`src/logic/fsr_pkg.sv`:
```
// package for the floppy status and rate register block
package fsr_pkg;
  // register word indices; each register owns one aligned 32-bit word,
  // so its AXI4-Lite byte address is four times the index
  localparam int FSR_TAPE_IDX   = 3;
  localparam int FSR_STATUS_IDX = 4;
  localparam int FSR_CFG_IDX    = 6; // free slot picked for config
  localparam int FSR_CCR_IDX    = 7;
  localparam logic [4:0] FSR_TAPE_ADDR   = 5'(4 * FSR_TAPE_IDX);
  localparam logic [4:0] FSR_STATUS_ADDR = 5'(4 * FSR_STATUS_IDX);
  localparam logic [4:0] FSR_CFG_ADDR    = 5'(4 * FSR_CFG_IDX);
  localparam logic [4:0] FSR_CCR_ADDR    = 5'(4 * FSR_CCR_IDX);

  // rate register fields and reset value
  localparam logic [7:0] FSR_RATE_RESET = 8'h02;
  localparam int FSR_RATE_LO   = 0;
  localparam int FSR_PRE_LO    = 2;
  localparam int FSR_LOWPWR    = 6;
  localparam int FSR_SWRST     = 7;

  // status register bit positions
  localparam int FSR_ST_BUSY   = 4;
  localparam int FSR_ST_NONDMA = 5;
  localparam int FSR_ST_DIO    = 6;
  localparam int FSR_ST_RQM    = 7;

  // config register fields
  localparam int FSR_CFG_TYPE_LO = 0;
  localparam int FSR_CFG_BOOT_LO = 8;
  localparam int FSR_CFG_MODE    = 10;
  localparam int FSR_CFG_IDENT   = 11;
  localparam int FSR_CFG_DRT_LO  = 12;

  localparam logic [2:0] FSR_PRE_OFF = 3'h7;
  localparam logic [2:0] FSR_PRE_DEF = 3'h0;
  localparam logic [2:0] FSR_PRE_1M  = 3'h1; // 41.67 ns step
  localparam logic [2:0] FSR_PRE_STD = 3'h3; // 125 ns
  localparam logic [1:0] FSR_AXI_OK     = 2'h0;
  localparam logic [1:0] FSR_AXI_SLVERR = 2'h2;

  typedef enum logic [2:0] {
    FSR_R250  = 3'b000,
    FSR_R300  = 3'b001,
    FSR_R500  = 3'b010,
    FSR_R1M   = 3'b011,
    FSR_R2M   = 3'b100
  } fsr_rate_t;
endpackage

```
`src/logic/fsr_regs.sv`:
```
// floppy status, tape and rate register bank with AXI4-Lite slave
//
// Local design decision: the AXI4-Lite register port.
`timescale 1ns/1ps
// Overview of operation
// normal mode: tape register holds two r/w bits; upper bits read zero on bus
// enhanced mode: tape bits 7:6 reserved, ignore writes, read zero
// enhanced mode: tape bits 5:4 are drive type pair picked by drive select
// enhanced mode: tape bits 3:2 mirror boot drive config bits 1:0
// status register at offset 4, read-only, readable any time, no wait
// host should poll status before each data byte unless using DMA
// status bits 3:0 high while matching drive seeks
// status bit 4 high while a command is in progress
// status bit 5 high during polled non-DMA execution phase
// status bit 6 gives transfer direction, one means host reads
// status bit 7 high means host may move a data byte
// rate register write-only at offset 4; last rate write wins
// rate register survives soft reset; hard reset loads 02H
// rate bits 4:2 select precompensation, 111 off, 000 default
// default precompensation is 41.67 ns at 1 Mbps, else 125 ns
// precompensation starts at track zero unless configure reprograms it
// software writes zero to rate register bit 5
// rate bit 6 enters low power; soft reset or data/status access exits
// rate bit 7 requests controller soft reset, then clears itself
// rate decoded from drive-rate field and two select bits
// density output follows rate and identity option; hard reset sets high
module fsr_regs (
  input  wire logic        ref_clk,      // 200 MHz clock
  input  wire logic        rst,          // hardware reset, sync high
  input  wire logic        clkEn,        // freezes all state when low
  input  wire logic [4:0]  awaddr,       // AXI write address
  input  wire logic        awvalid,      // AXI write address valid
  output logic             awready,      // AXI write address ready
  input  wire logic [31:0] wdata,        // AXI write data
  input  wire logic [3:0]  wstrb,        // AXI byte strobes
  input  wire logic        wvalid,       // AXI write data valid
  output logic             wready,       // AXI write data ready
  output logic [1:0]       bresp,        // AXI write response
  output logic             bvalid,       // AXI write response valid
  input  wire logic        bready,       // AXI write response ready
  input  wire logic [4:0]  araddr,       // AXI read address
  input  wire logic        arvalid,      // AXI read address valid
  output logic             arready,      // AXI read address ready
  output logic [31:0]      rdata,        // AXI read data
  output logic [1:0]       rresp,        // AXI read response
  output logic             rvalid,       // AXI read valid
  input  wire logic        rready,       // AXI read ready
  input  wire logic [3:0]  driveSeeking, // per-drive seek, core logic
  input  wire logic        cmdBusy,      // command in progress
  input  wire logic        nonDmaExec,   // polled execution phase
  input  wire logic        transferDir,  // 1: host reads data
  input  wire logic        hostRequest,  // data register ready
  input  wire logic [1:0]  driveSelect,  // last drive select
  input  wire logic        dataAccess,   // data register access
  input  wire logic        precompSet,   // configure start track
  input  wire logic [7:0]  precompTrkIn, // new start track
  output logic             softReset,    // one-cycle soft reset pulse
  output logic             lowPower,     // manual low power level
  output logic [2:0]      writeShiftCode,// effective precomp step
  output logic [2:0]       rateSel,      // decoded fsr_rate_t
  output logic [7:0]       precompTrack, // precomp start track
  output logic             densityOutput // density pin level
);
  import fsr_pkg::*;

  typedef struct packed {
    logic        awSeen;
    logic [4:0]  awAddr;
    logic        wSeen;
    logic [31:0] wDat;
    logic [3:0]  wStb;
    logic        bValid;
    logic [1:0]  bResp;
    logic        rValid;
    logic [31:0] rDat;
    logic [1:0]  rResp;
    logic [7:0]  rate;
    logic [1:0]  rateCode;
    logic [1:0]  tapeNum;
    logic [15:0] cfg;
    logic        swRst;
    logic        lowPwr;
    logic [7:0]  trk;
    logic        dens;
  } fsr_state_t;

  fsr_state_t st_r;
  fsr_state_t st_nxt;

  // ------------------------------------------------------------
  // decode helpers
  // ------------------------------------------------------------
  function automatic fsr_rate_t decodeRate(input logic [1:0] drt,
                                           input logic [1:0] sel);
    fsr_rate_t r;
    case (sel)
      2'b11:   r = FSR_R1M;
      2'b00:   r = FSR_R500;
      2'b10:   r = FSR_R250;
      2'b01: begin
        case (drt)
          2'b01:   r = FSR_R500;
          2'b10:   r = FSR_R2M;
          default: r = FSR_R300;
        endcase
      end
      default: r = FSR_R250;
    endcase
    return r;
  endfunction

  function automatic logic [7:0] wordByte(input logic [31:0] d,
                                          input logic [7:0] old,
                                          input logic s);
    return s ? d[7:0] : old;
  endfunction

  fsr_rate_t curRate;
  logic      enhMode;
  logic [7:0] tapeRead;
  logic [7:0] statusRead;
  logic [1:0] typePair;

  always_comb begin
    curRate = decodeRate(st_r.cfg[FSR_CFG_DRT_LO +: 2], st_r.rateCode);
    enhMode = st_r.cfg[FSR_CFG_MODE];
    case (driveSelect)
      2'b00:   typePair = st_r.cfg[FSR_CFG_TYPE_LO     +: 2];
      2'b01:   typePair = st_r.cfg[FSR_CFG_TYPE_LO + 2 +: 2];
      2'b10:   typePair = st_r.cfg[FSR_CFG_TYPE_LO + 4 +: 2];
      default: typePair = st_r.cfg[FSR_CFG_TYPE_LO + 6 +: 2];
    endcase
    // no tri-state on an AXI bus, so undriven bits read as zero
    if (enhMode) begin
      tapeRead = {2'b00, typePair,
                  st_r.cfg[FSR_CFG_BOOT_LO +: 2], st_r.tapeNum};
    end else begin
      tapeRead = {6'h00, st_r.tapeNum};
    end
    statusRead = {hostRequest, transferDir, nonDmaExec, cmdBusy,
                  driveSeeking};
  end

  // ------------------------------------------------------------
  // next state
  // ------------------------------------------------------------
  logic doWrite;
  logic doRead;

  always_comb begin
    st_nxt  = st_r;
    doWrite = st_r.awSeen && st_r.wSeen && !st_r.bValid;
    doRead  = arvalid && !st_r.rValid;
    st_nxt.swRst = 1'b0;

    if (awvalid && !st_r.awSeen) begin
      st_nxt.awSeen = 1'b1;
      st_nxt.awAddr = awaddr;
    end
    if (wvalid && !st_r.wSeen) begin
      st_nxt.wSeen = 1'b1;
      st_nxt.wDat  = wdata;
      st_nxt.wStb  = wstrb;
    end
    if (st_r.bValid && bready) begin
      st_nxt.bValid = 1'b0;
    end
    if (st_r.rValid && rready) begin
      st_nxt.rValid = 1'b0;
    end

    if (doWrite) begin
      st_nxt.awSeen = 1'b0;
      st_nxt.wSeen  = 1'b0;
      st_nxt.bValid = 1'b1;
      st_nxt.bResp  = FSR_AXI_OK;
      case (st_r.awAddr)
        FSR_STATUS_ADDR: begin
          if (st_r.wStb[0]) begin
            st_nxt.rate = wordByte(st_r.wDat, st_r.rate, 1'b1);
            st_nxt.rate[FSR_SWRST] = 1'b0;
            st_nxt.rateCode = st_r.wDat[FSR_RATE_LO +: 2];
            st_nxt.swRst = st_r.wDat[FSR_SWRST];
            if (st_r.wDat[FSR_LOWPWR]) begin
              st_nxt.lowPwr = 1'b1;
            end
          end
        end
        FSR_TAPE_ADDR: begin
          if (st_r.wStb[0]) begin
            st_nxt.tapeNum = st_r.wDat[1:0];
          end
        end
        FSR_CCR_ADDR: begin
          if (st_r.wStb[0]) begin
            st_nxt.rateCode = st_r.wDat[1:0];
          end
        end
        FSR_CFG_ADDR: begin
          if (st_r.wStb[0]) st_nxt.cfg[7:0]  = st_r.wDat[7:0];
          if (st_r.wStb[1]) st_nxt.cfg[15:8] = st_r.wDat[15:8];
        end
        default: st_nxt.bResp = FSR_AXI_SLVERR;
      endcase
    end

    if (doRead) begin
      st_nxt.rValid = 1'b1;
      st_nxt.rResp  = FSR_AXI_OK;
      case (araddr)
        FSR_STATUS_ADDR: begin
          st_nxt.rDat   = {24'h000000, statusRead};
          st_nxt.lowPwr = 1'b0;
        end
        FSR_TAPE_ADDR: st_nxt.rDat = {24'h000000, tapeRead};
        FSR_CFG_ADDR:  st_nxt.rDat = {16'h0000, st_r.cfg};
        default: begin
          st_nxt.rDat  = 32'h00000000;
          st_nxt.rResp = FSR_AXI_SLVERR;
        end
      endcase
    end

    // data access or soft reset wakes from low power
    if (dataAccess || st_r.swRst) begin
      st_nxt.lowPwr = 1'b0;
    end
    if (st_r.swRst) begin
      st_nxt.trk = 8'h00;
    end
    if (precompSet) begin
      st_nxt.trk = precompTrkIn;
    end

    // density: high at 1M/500 when ident set, inverted otherwise
    st_nxt.dens = ((curRate == FSR_R1M) || (curRate == FSR_R500))
                  ~^ st_r.cfg[FSR_CFG_IDENT];
  end

  // ------------------------------------------------------------
  // state register; hard reset only here, soft reset keeps rate
  // ------------------------------------------------------------
  always_ff @(posedge ref_clk) begin
    if (rst) begin
      st_r          <= '0;
      st_r.rate     <= FSR_RATE_RESET;
      st_r.rateCode <= FSR_RATE_RESET[1:0];
      st_r.dens     <= 1'b1;
    end else if (clkEn) begin
      st_r <= st_nxt;
    end
  end

  // effective precomp step from code and rate
  logic [2:0] preCode;
  assign preCode = st_r.rate[FSR_PRE_LO +: 3];

  logic [2:0] shift_r;
  always_ff @(posedge ref_clk) begin
    if (rst) begin
      shift_r <= FSR_PRE_STD;
    end else if (clkEn) begin
      if (preCode == FSR_PRE_OFF) begin
        shift_r <= 3'h0;
      end else if (preCode == FSR_PRE_DEF) begin
        shift_r <= (curRate == FSR_R1M) ? FSR_PRE_1M : FSR_PRE_STD;
      end else begin
        shift_r <= preCode;
      end
    end
  end

  assign awready        = !st_r.awSeen;
  assign wready         = !st_r.wSeen;
  assign bvalid         = st_r.bValid;
  assign bresp          = st_r.bResp;
  assign arready        = !st_r.rValid;
  assign rvalid         = st_r.rValid;
  assign rdata          = st_r.rDat;
  assign rresp          = st_r.rResp;
  assign softReset      = st_r.swRst;
  assign lowPower       = st_r.lowPwr;
  assign writeShiftCode = shift_r;
  assign rateSel        = curRate;
  assign precompTrack   = st_r.trk;
  assign densityOutput  = st_r.dens;
endmodule // fsr_regs

```
`config.mk`:
```
export PLATFORM = sky130hd
export DESIGN_NAME = fsr_regs
export DESIGN_NICKNAME = d
export VERILOG_FILES = /design/src/logic/fsr_pkg.sv /design/src/logic/fsr_regs.sv
export SDC_FILE = /design/constraint.sdc
export NUM_CORES = 1
export LEC_CHECK = 0
export BUFFER_PORTS_ARGS = -buffer_cell sky130_fd_sc_hd__buf_2
export CAP_MARGIN = 20
export CORE_MARGIN = 8
export CORE_UTILIZATION = 50
export DETAILED_ROUTE_END_ITERATION = 7
export GPL_ROUTABILITY_DRIVEN = 0
export PLACE_DENSITY_LB_ADDON = 0.2
export SYNTH_ARGS = -nofsm -noshare
export SYNTH_HDL_FRONTEND = slang
export SYNTH_SLANG_ARGS = --single-unit
```
`constraint.sdc`:
```
create_clock -name ref_clk -period 1.8 [get_ports ref_clk]
set_input_delay 0.09 -clock ref_clk [delete_from_list [all_inputs] [get_ports ref_clk]]
set_output_delay 0.09 -clock ref_clk [all_outputs]
set_load 0.02 [all_outputs]
```
==> After elaboration in Yosys (flattened, before gate mapping) <==
Cells that the tools add are included.
{ "word_totals": {"word_cells": 108, "input_bits": 74, "regBits": 120} }
{ "op_classes": {"mux": 30, "bitwise_logic": 1, "eq_ne": 19, "n_reduce_logical": 38} }
{ "ops": {"columns": ["operator", "count"], "rows": [
  ["16-bit case mux with 3 select lines", 1],
  ["37-bit 2-to-1 mux", 1],
  ["35-bit 2-to-1 mux", 1],
  ["5-bit equality test (second input constant)", 5],
  ["2-bit AND reduction", 9],
  ["2-bit 2-to-1 mux", 8],
  ["8-bit 2-to-1 mux", 2],
  ["4-bit AND reduction", 4],
  ["6-bit 2-to-1 mux", 2],
  ["3-bit case mux with 4 select lines", 1],
  ["2-bit nonzero test", 6],
  ["5-bit by 4-bit equality test with 1-bit output (second input constant)", 2],
  ["3-bit 2-to-1 mux", 3],
  ["2-bit equality test (second input constant)", 4],
  ["1-bit 2-to-1 mux", 8],
  ["1-bit logical AND", 7],
  ["2-bit by 1-bit equality test with 1-bit output (second input constant)", 3],
  ["3-bit by 2-bit equality test with 1-bit output (second input constant)", 2],
  ["2-bit case mux with 3 select lines", 1],
  ["3-bit case mux with 2 select lines", 1],
  ["5-bit AND reduction", 1],
  ["1-bit logical NOT", 4],
  ["2-bit logical NOT", 2],
  ["2-bit != test (second input constant)", 2],
  ["other kinds (7)", 8]
]} }

==> Depth between registers and ports, before layout <==
Gate-level depths: netlist (run 1).
{ "depth": {"ltp_word": 7, "ltp_mapped": 6, "ltp_nobuf": 6} }

==> Worst setup path before layout (run 1) <==
OpenSTA, ideal clock, no wires.
{ "synth_timing": {"path_kind": "flip-flop to flip-flop", "start": "reg st_r (netlist bit bvalid)", "end": "reg st_r (netlist bit lowPower)", "t_required_ns": 1.697, "arrival_ns": 1.464, "path_stages_with_launch": 7, "period_less_slack_ns": 1.567, "path_buffers": 2, "slack_ns": 0.233, "path_cell_list": "dfxtp_1 -> and4b_1 -> buf_2 -> and4b_1 -> buf_6 -> a21oi_2 -> a2111oi_2"} }
{ "synth_via": {"elab_chain_len": 6} }
{ "synth_lines": {"columns": ["element", "line_no", "rtl"], "rows": [
  ["start: declaration", "fsr_regs.sv:87", "fsr_state_t st_r;"],
  ["start signal: assignment", "fsr_regs.sv:250", "st_r <= st_nxt;"],
  ["1-bit logical NOT (*)", "fsr_regs.sv:152", "doWrite = st_r.awSeen && st_r.wSeen && !st_r.bValid;"],
  ["1-bit logical AND (*)", "fsr_regs.sv:152", null],
  ["2-bit 2-to-1 mux (*)", "fsr_regs.sv:172", "if (doWrite) begin"],
  ["1-bit 2-to-1 mux", "fsr_regs.sv:210", "case (araddr)"],
  ["1-bit 2-to-1 mux (*)", "fsr_regs.sv:207", "if (doRead) begin"],
  ["1-bit 2-to-1 mux (*)", "fsr_regs.sv:225", "if (dataAccess || st_r.swRst) begin"]
]} }
Every way passes the cells marked *; elsewhere a longest branch is shown, timed or not.
A chain may end at the register's enable or synchronous reset.

==> Final worst setup path (run 1) <==
{ "layout_timing": {"start": "reg st_r[115] (netlist bit)", "end": "reg st_r (netlist bit lowPower)"} }
{ "layout_via": {"elab_chain_len": 6} }
{ "layout_lines": {"columns": ["element", "line_no", "rtl"], "rows": [
  ["5-bit equality test (*)", "fsr_regs.sv:177", "case (st_r.awAddr)"],
  ["2-bit 2-to-1 mux (*)", "fsr_regs.sv:177", null],
  ["2-bit 2-to-1 mux (*)", "fsr_regs.sv:172", null],
  ["1-bit 2-to-1 mux", "fsr_regs.sv:210", null],
  ["1-bit 2-to-1 mux (*)", "fsr_regs.sv:207", null],
  ["1-bit 2-to-1 mux (*)", "fsr_regs.sv:225", null]
]} }
Marks and branches as above.

==> results.py, run 1 <==
metrics = {
    "synthesis": {
        "synth_seq_cells": 82,
        "synth_xor_area_frac": 0.004752,
        "synthArstFlopShare": 0,
        "yosys_warnings": 0,
        "syn_area_per_cell_um2": 9.079,
        "yosysSeqAreaShare": 0.4453,
        "postSynthCellCount": 406,
        "yosys.area_share.simple": 0.1819,
        "synth_compound_area_frac": 0.1246,
        "synth_edf_count": 0,
        "syn-cell-area_um2": 3686,
        "synthMuxAreaShare": 0.1124,
        "yosys.area_share.adder": 0.006789,
        "synth_top_family_by_area": "simple AND/OR/NAND/NOR gates",
        "ys.flop_type": "dfxtp_1",
        "synth_cell_types": 48,
    },
    "floorplan": {
        "dieArea_um2": 10380,
        "rows": 31,
        "die_x_um": 101.9,
        "coreArea_um2": 7214,
        "io_pins": 132,
        "initial_core_util": 0.5109,
        "die_h_um": 101.9,
    },
    "clock_tree": {
        "cts-root-buf": "clkbuf_8",
        "cts_setup_buffers": 0,
        "clk_latency_ns": 0.34,
        "cts-resized-gates": 0,
        "cts_buffers": 9,
        "cts_buffer_depth": 2,
        "cts_sinks": 82,
        "htree_levels": 3,
        "holdBufCountCts": 27,
        "cts_tree": "yes",
        "cts.clk_slew.worst_paths_ns": 0.09,
    },
    "timing": {
        "maxSlewViolCount": 0,
        "fin_tns_setup_ns": 0,
        "hold_viol_final": 0,
        "fmax_mhz": 590.7,
        "worst_clock_skew_ns": 0.01438,
        "finalSetupViolCount": 0,
        "fin_crit_ns": 1.693,
        "worst_pin_slew_ns": 0.5600,
        "rsz0062_at_grt": "no",
        "max_slew_margin": 0.6242,
        "fin_crit_sh": 0.9405,
    },
    "grt": {
        "globalRouteTotalUtil": 0.1767,
        "grt_first_pass_wirelength_um": 14430,
        "antenna_found_initial": 0,
        "overflow": 0,
        "grt_pass1_vias": 3062,
        "grt_max_degree": 51,
    },
    "finish": {
        "seq_area_um2": 1642,
        "fin_nets": 577,
        "drive_gt1_frac": 0.2693,
        "nFillCells": 647,
        "multi_input_area_um2": 1654,
        "diodes": 0,
        "design_area_um2": 4491,
        "areaGrowthSynthToFinish_pct": 21.83,
    },
    "setup_path": {
        "arrival_ns": 1.94,
        "cpPeakStageDelay_ns": 0.44,
        "crit_buf_inv": 0,
        "rr_worst_depth": 4,
        "crit_fanout": 5,
        "cp_num_cells": 4,
        "worst_path_max_delay_cell": "and4b_1",
        "crit_path_end_kind": "flop",
        "crit_chain": "nor4b_4 > and4b_1 > a21oi_2 > a2111oi_2",
        "crit_family": "simple AND/OR/NAND/NOR gates",
        "required_ns": 2.05,
        "crit_type": "flop to flop",
        "critPathLaunchType": "flop",
        "r2r_slack_ns": 0.11,
    },
    "routing": {
        "wl_um": 9023,
        "wire_per_inst_um": 14.94,
        "num_vias": 3080,
        "drtAntennaViolNets": 0,
        "drt_iter0_drc": 119,
        "dr.pass1.iters": 5,
        "remaining_drc_errors": 0,
        "via_per_inst": 5.099,
    },
    "place": {
        "port_buffers": 95,
        "post_dp_cell_area_um2": 4013,
        "dp_hpwl_um": 6586,
    },
    "power_and_ir_drop": {
        "ir_drop_mv": 0.4887,
        "switching_share": 0.2412,
        "comb_power_share": 0.107,
        "power_density_nw_per_um2": 821.9,
        "switchingPower_mw": 0.8902,
        "p_int_mw": 2.800,
        "p_clk_frac": 0.380,
        "p_leak_nw": 2.084,
        "seq_power_share": 0.512,
    },
    "outcome": {
        "outcome": "completed",
    },
    "hold_path": {
        "whs_path_depth": 3,
        "hold_class": "input pin to flop",
    },
    "run": {
        "drv_cap": 0,
    },
}
==> path summary, 6_finish.rpt <==
check	from	to
max	st_r[115]	lowPower
min	precompTrkIn[2]	precompTrack[2]
max reg2reg	st_r[115]	lowPower
min reg2reg	st_r[93]	st_r[93]
==> power groups by stage <==
stage                     combinational (mW)  clock (mW)  sequential [mW]
after floorplan                        0.261           0             1.93
after global routing                   0.436        1.51             1.90
after global placement                 0.343           0             1.93
final                                  0.397        1.40             1.89
after CTS                              0.396        1.44             1.89
after detailed placement               0.349           0             1.93
==> area by class of cell <==
| cell class | instances | share of cell area |
|---|---|---|
| tap | 99 | 0.02758 |
| sequential | 82 | 0.3656 |
| inverter | 10 | 0.008359 |
| multi-input combinational | 267 | 0.3683 |
| timing repair buffer | 131 | 0.1839 |
| clock buffer | 10 | 0.02842 |
| clock inverter | 5 | 0.01783 |
==> layer usage <==
| metal | global-route usage | wire [µm] | vias to the layer above |
|---|---|---|---|
| li1 | - | - | 1522 |
| met1 | 0.1962 | 3756 | 1458 |
| met2 | 0.3204 | 4645 | 87 |
| met3 | 0.03815 | 472 | 13 |
| met4 | 0.06885 | 148 | 0 |
| met5 | 0 | 0 | - |
==> kinds of logic after synthesis <==
kind of cell / after synthesis
AOI/OAI and AO/OA: 69
xor gates and xnor gates: 2
adders and majority gates: 2
buffers and inverters: 74
DFF: 82
muxes: 38
other: 1
and+or+nand+nor: 138
==> sequential cells by signal, indices dropped and copies added, names as in the netlist <==
name,count
bresp,1
bvalid,1
rresp,1
preCode,3
softReset,1
precompTrack,8
enhMode,1
writeShiftCode,3
lowPower,1
rdata,16
rvalid,1
st_r,44
densityOutput,1
==> cells in the final DEF (no fill, tap or decap), types with 7 or more instances in the layout <==
cell type,synthesis,routed
buf_2,3,95
dfxtp_1,82,82
nor2_1,57,57
nand2_1,48,48
a21oi_1,30,30
mux2i_1,29,29
dlygate4sd3_1,0,27
conb_1,1,18
a22oi_1,14,14
inv_1,10,10
clkbuf_8,0,9
buf_4,44,8
mux2_2,7,7
==> cell usage after synthesis, types with 2 or more instances <==
cell type / n / share of area
nor2_1: 57 / 0.058
buf_2: 3 / 0.0041
and4b_1: 2 / 0.0054
nand4_2: 2 / 0.0068
inv_1: 10 / 0.010
nor3b_1: 2 / 0.0041
nand3_1: 4 / 0.0054
o21a_1: 2 / 0.0041
a22o_1: 6 / 0.014
xnor2_1: 2 / 0.0048
clkbuf_1: 13 / 0.013
ha_1: 2 / 0.0068
o21ai_0: 5 / 0.0068
mux2i_1: 29 / 0.079
and2_1: 2 / 0.0034
and3b_1: 2 / 0.0048
a21oi_1: 30 / 0.041
nor2b_1: 2 / 0.0034
a22oi_1: 14 / 0.029
buf_4: 44 / 0.090
mux4_2: 2 / 0.012
buf_1: 3 / 0.0031
nand2_1: 48 / 0.049
nand2b_1: 2 / 0.0034
mux2_2: 7 / 0.021
a32o_1: 2 / 0.0054
nand4_1: 6 / 0.010
dfxtp_1: 82 / 0.45
a311oi_1: 2 / 0.0048
==> per-stage QoR <==
| step | hold WS, ns | setup slack (ns) | power, mW | instances | util |
|---|---|---|---|---|---|
| 4_1_cts | 0.007208 | 0.09437 | 3.724 | 604 | 0.6224 |
| 2_1_floorplan | 0.2260 | 0.2330 | 2.189 | 423 | - |
| 6_report | 0.009560 | 0.1070 | 3.691 | 604 | 0.6224 |
| 3_3_place_gp | 0.3201 | 0.1539 | 2.274 | 562 | 0.5562 |
| 3_5_place_dp | 0.3295 | 0.1041 | 2.283 | 562 | 0.5562 |
| 5_1_grt | 0.01392 | 0.03179 | 3.843 | 604 | 0.6224 |
==> worst register-to-register path: stages (launching register included) <==
cell	delay, ns
dfxtp_1	0.36
nor4b_4	0.40
and4b_1	0.44
a21oi_2	0.10
a2111oi_2	0.32
(Power assumes the default switching activity.)
==> inputs of run 2 (changes only) <==
--- a/config.mk
+++ b/config.mk
@@ -11,7 +11,7 @@
 export CORE_UTILIZATION = 50
 export DETAILED_ROUTE_END_ITERATION = 7
 export GPL_ROUTABILITY_DRIVEN = 0
-export PLACE_DENSITY_LB_ADDON = 0.2
+export PLACE_DENSITY = 0.83
 export SYNTH_ARGS = -nofsm -noshare
 export SYNTH_HDL_FRONTEND = slang
 export SYNTH_SLANG_ARGS = --single-unit
==> results.py, run 2 (synthesized netlist as in run 1, its figures left out) <==
metrics = {
    "timing": {
        "worst_clock_skew_ns": 0.01527,
        "fin_crit_sh": 0.9173,
        "fin_crit_ns": 1.651,
        "fin_tns_setup_ns": 0,
        "fmax_mhz": 605.6,
        "maxSlewViolCount": 0,
        "hold_viol_final": 0,
        "rsz0062_at_grt": "no",
        "finalSetupViolCount": 0,
        "max_slew_margin": 0.5961,
        "worst_pin_slew_ns": 0.6018,
        "layout_setup_ws_ns": 0.1489,
    },
    "finish": {
        "largest_reg_flops": 44,
        "regMostFlops": "st_r",
        "most-common-layout-cells": "buf_2 (95), dfxtp_1 (82), nor2_1 (57)",
        "areaGrowthSynthToFinish_pct": 22.00,
        "drive_gt1_frac": 0.2692,
        "final_common_cell": "buf_2",
        "fin_nets": 580,
        "nFillCells": 633,
    },
    "floorplan": {
        "die_h_um": 101.9,
        "coreArea_um2": 7214,
        "rows": 31,
        "io_pins": 132,
        "die_x_um": 101.9,
        "dieArea_um2": 10380,
        "initial_core_util": 0.5109,
    },
    "power_and_ir_drop": {
        "comb_power_share": 0.114,
        "seq_power_share": 0.540,
        "p_int_mw": 2.606,
        "p_leak_nw": 2.091,
        "finalPower_mw": 3.501,
        "switching_share": 0.2556,
        "ir_drop_mv": 0.3752,
        "switchingPower_mw": 0.8949,
        "p_clk_frac": 0.346,
        "power_density_nw_per_um2": 778.5,
    },
    "setup_path": {
        "crit_fanout": 4,
        "timing.rr.end": "preCode[0]",
        "critPathLaunchType": "flop",
        "r2r-start": "st_r[115]",
        "cpPeakStageDelay_ns": 0.40,
        "crit_type": "flop to flop",
        "r2r_slack_ns": 0.15,
        "worst_path_max_delay_cell": "nor4b_4",
        "arrival_ns": 1.88,
        "crit_chain": "nor4b_4 > and4b_1 > buf_4 > mux2i_1 > nor2_1",
        "rr_worst_depth": 5,
        "required_ns": 2.03,
        "crit_path_end_kind": "flop",
        "startpoint": "st_r[115]",
    },
    "routing": {
        "wire_per_inst_um": 14.96,
        "wl_um": 9113,
        "dr.pass1.iters": 4,
        "via_per_inst": 5.102,
        "drtAntennaViolNets": 0,
        "remaining_drc_errors": 0,
        "num_vias": 3107,
        "drt_iter0_drc": 133,
    },
    "clock_tree": {
        "cts_buffer_depth": 2,
        "cts_sinks": 82,
        "clk_latency_ns": 0.35,
        "holdBufCountCts": 30,
        "cts-resized-gates": 0,
        "cts.clk_slew.worst_paths_ns": 0.07,
        "cts_setup_buffers": 0,
        "cts_buffers": 9,
        "htree_levels": 3,
        "cts-root-buf": "clkbuf_8",
        "cts_tree": "yes",
    },
    "place": {
        "dp_hpwl_um": 6691,
        "port_buffers": 95,
        "dpl_worst_slack_ns": 0.1575,
    },
    "grt": {
        "grt_first_pass_wirelength_um": 14360,
        "overflow": 0,
        "antenna_found_initial": 1,
        "globalRouteTotalUtil": 0.1765,
        "grt_max_degree": 51,
        "grt_pass1_vias": 3170,
    },
    "hold_path": {
        "whs_path_depth": 3,
        "hold_class": "input pin to flop",
        "worstHoldStart": "awaddr[1]",
        "hold_end": "st_r[115]",
    },
    "run": {
        "drv_cap": 0,
    },
    "outcome": {
        "outcome": "completed",
    },
}
==> run 2: cell count changes in the layout (fill, tap and decap cells not counted) <==
cell | before | now
clkinvlp_4 | 2 | 1
clkinv_4 | 0 | 1
clkbuf_8 | 9 | 11
dlygate4sd3_1 | 27 | 30
bufinv_16 | 2 | 0
clkinv_2 | 1 | 2
diode_2 | 0 | 1
==> run 2: stage by stage <==
| stage | util | hold slack (ns) | std cells | area, µm² |
|---|---|---|---|---|
| 5_1_grt | 0.6233 | 0.007167 | 609 | 4497 |
| 4_1_cts | 0.6230 | 0.001106 | 608 | 4494 |
| 2_1_floorplan | - | 0.2260 | 423 | 3750 |
| 3_3_place_gp | 0.5562 | 0.3232 | 562 | 4013 |
| 6_report | 0.6233 | 0.01299 | 609 | 4497 |
| 3_5_place_dp | 0.5562 | 0.3328 | 562 | 4013 |
==> run 2: layout make-up <==
cell class                 instances  area (µm²)  share of cell area
tap                               99       123.9             0.02755
inverter                          10       37.54            0.008347
timing repair buffer             134       855.8              0.1903
clock inverter                     4       26.28            0.005843
sequential                        82        1642              0.3651
antenna                            1       2.502           0.0005565
clock buffer                      12       155.1             0.03450
multi-input combinational        267        1654              0.3678
==> run 2: power groups by stage <==
| stage | Clock, mW | Combinational [mW] | Sequential [mW] |
|---|---|---|---|
| floorplan | 0 | 0.261 | 1.93 |
| global placement | 0 | 0.340 | 1.93 |
| detailed placement | 0 | 0.347 | 1.93 |
| CTS | 1.24 | 0.399 | 1.89 |
| global route | 1.32 | 0.439 | 1.90 |
| finish | 1.21 | 0.400 | 1.89 |
==> run 2: critical path: cells and delay by family (launching register included) <==
family	cells	cell delay, ns
buffers and inverters	1	0.17
and+or+nand+nor	3	0.83
DFF	1	0.35
muxes	1	0.17
==> run 2: metal layers <==
metal / GRT usage / vias up / part of all wire
li1: - / 1525 / -
met1: 0.1957 / 1456 / 0.41
met2: 0.2998 / 102 / 0.50
met3: 0.04496 / 24 / 0.064
met4: 0.1038 / 0 / 0.029
met5: 0 / - / 0
==> run 2: worst max path at each step <==
stage                            end
after floorplan             lowPower
after global placement    preCode[0]
after detailed placement  preCode[0]
after CTS                 preCode[0]
after global routing      preCode[0]
final                     preCode[0]
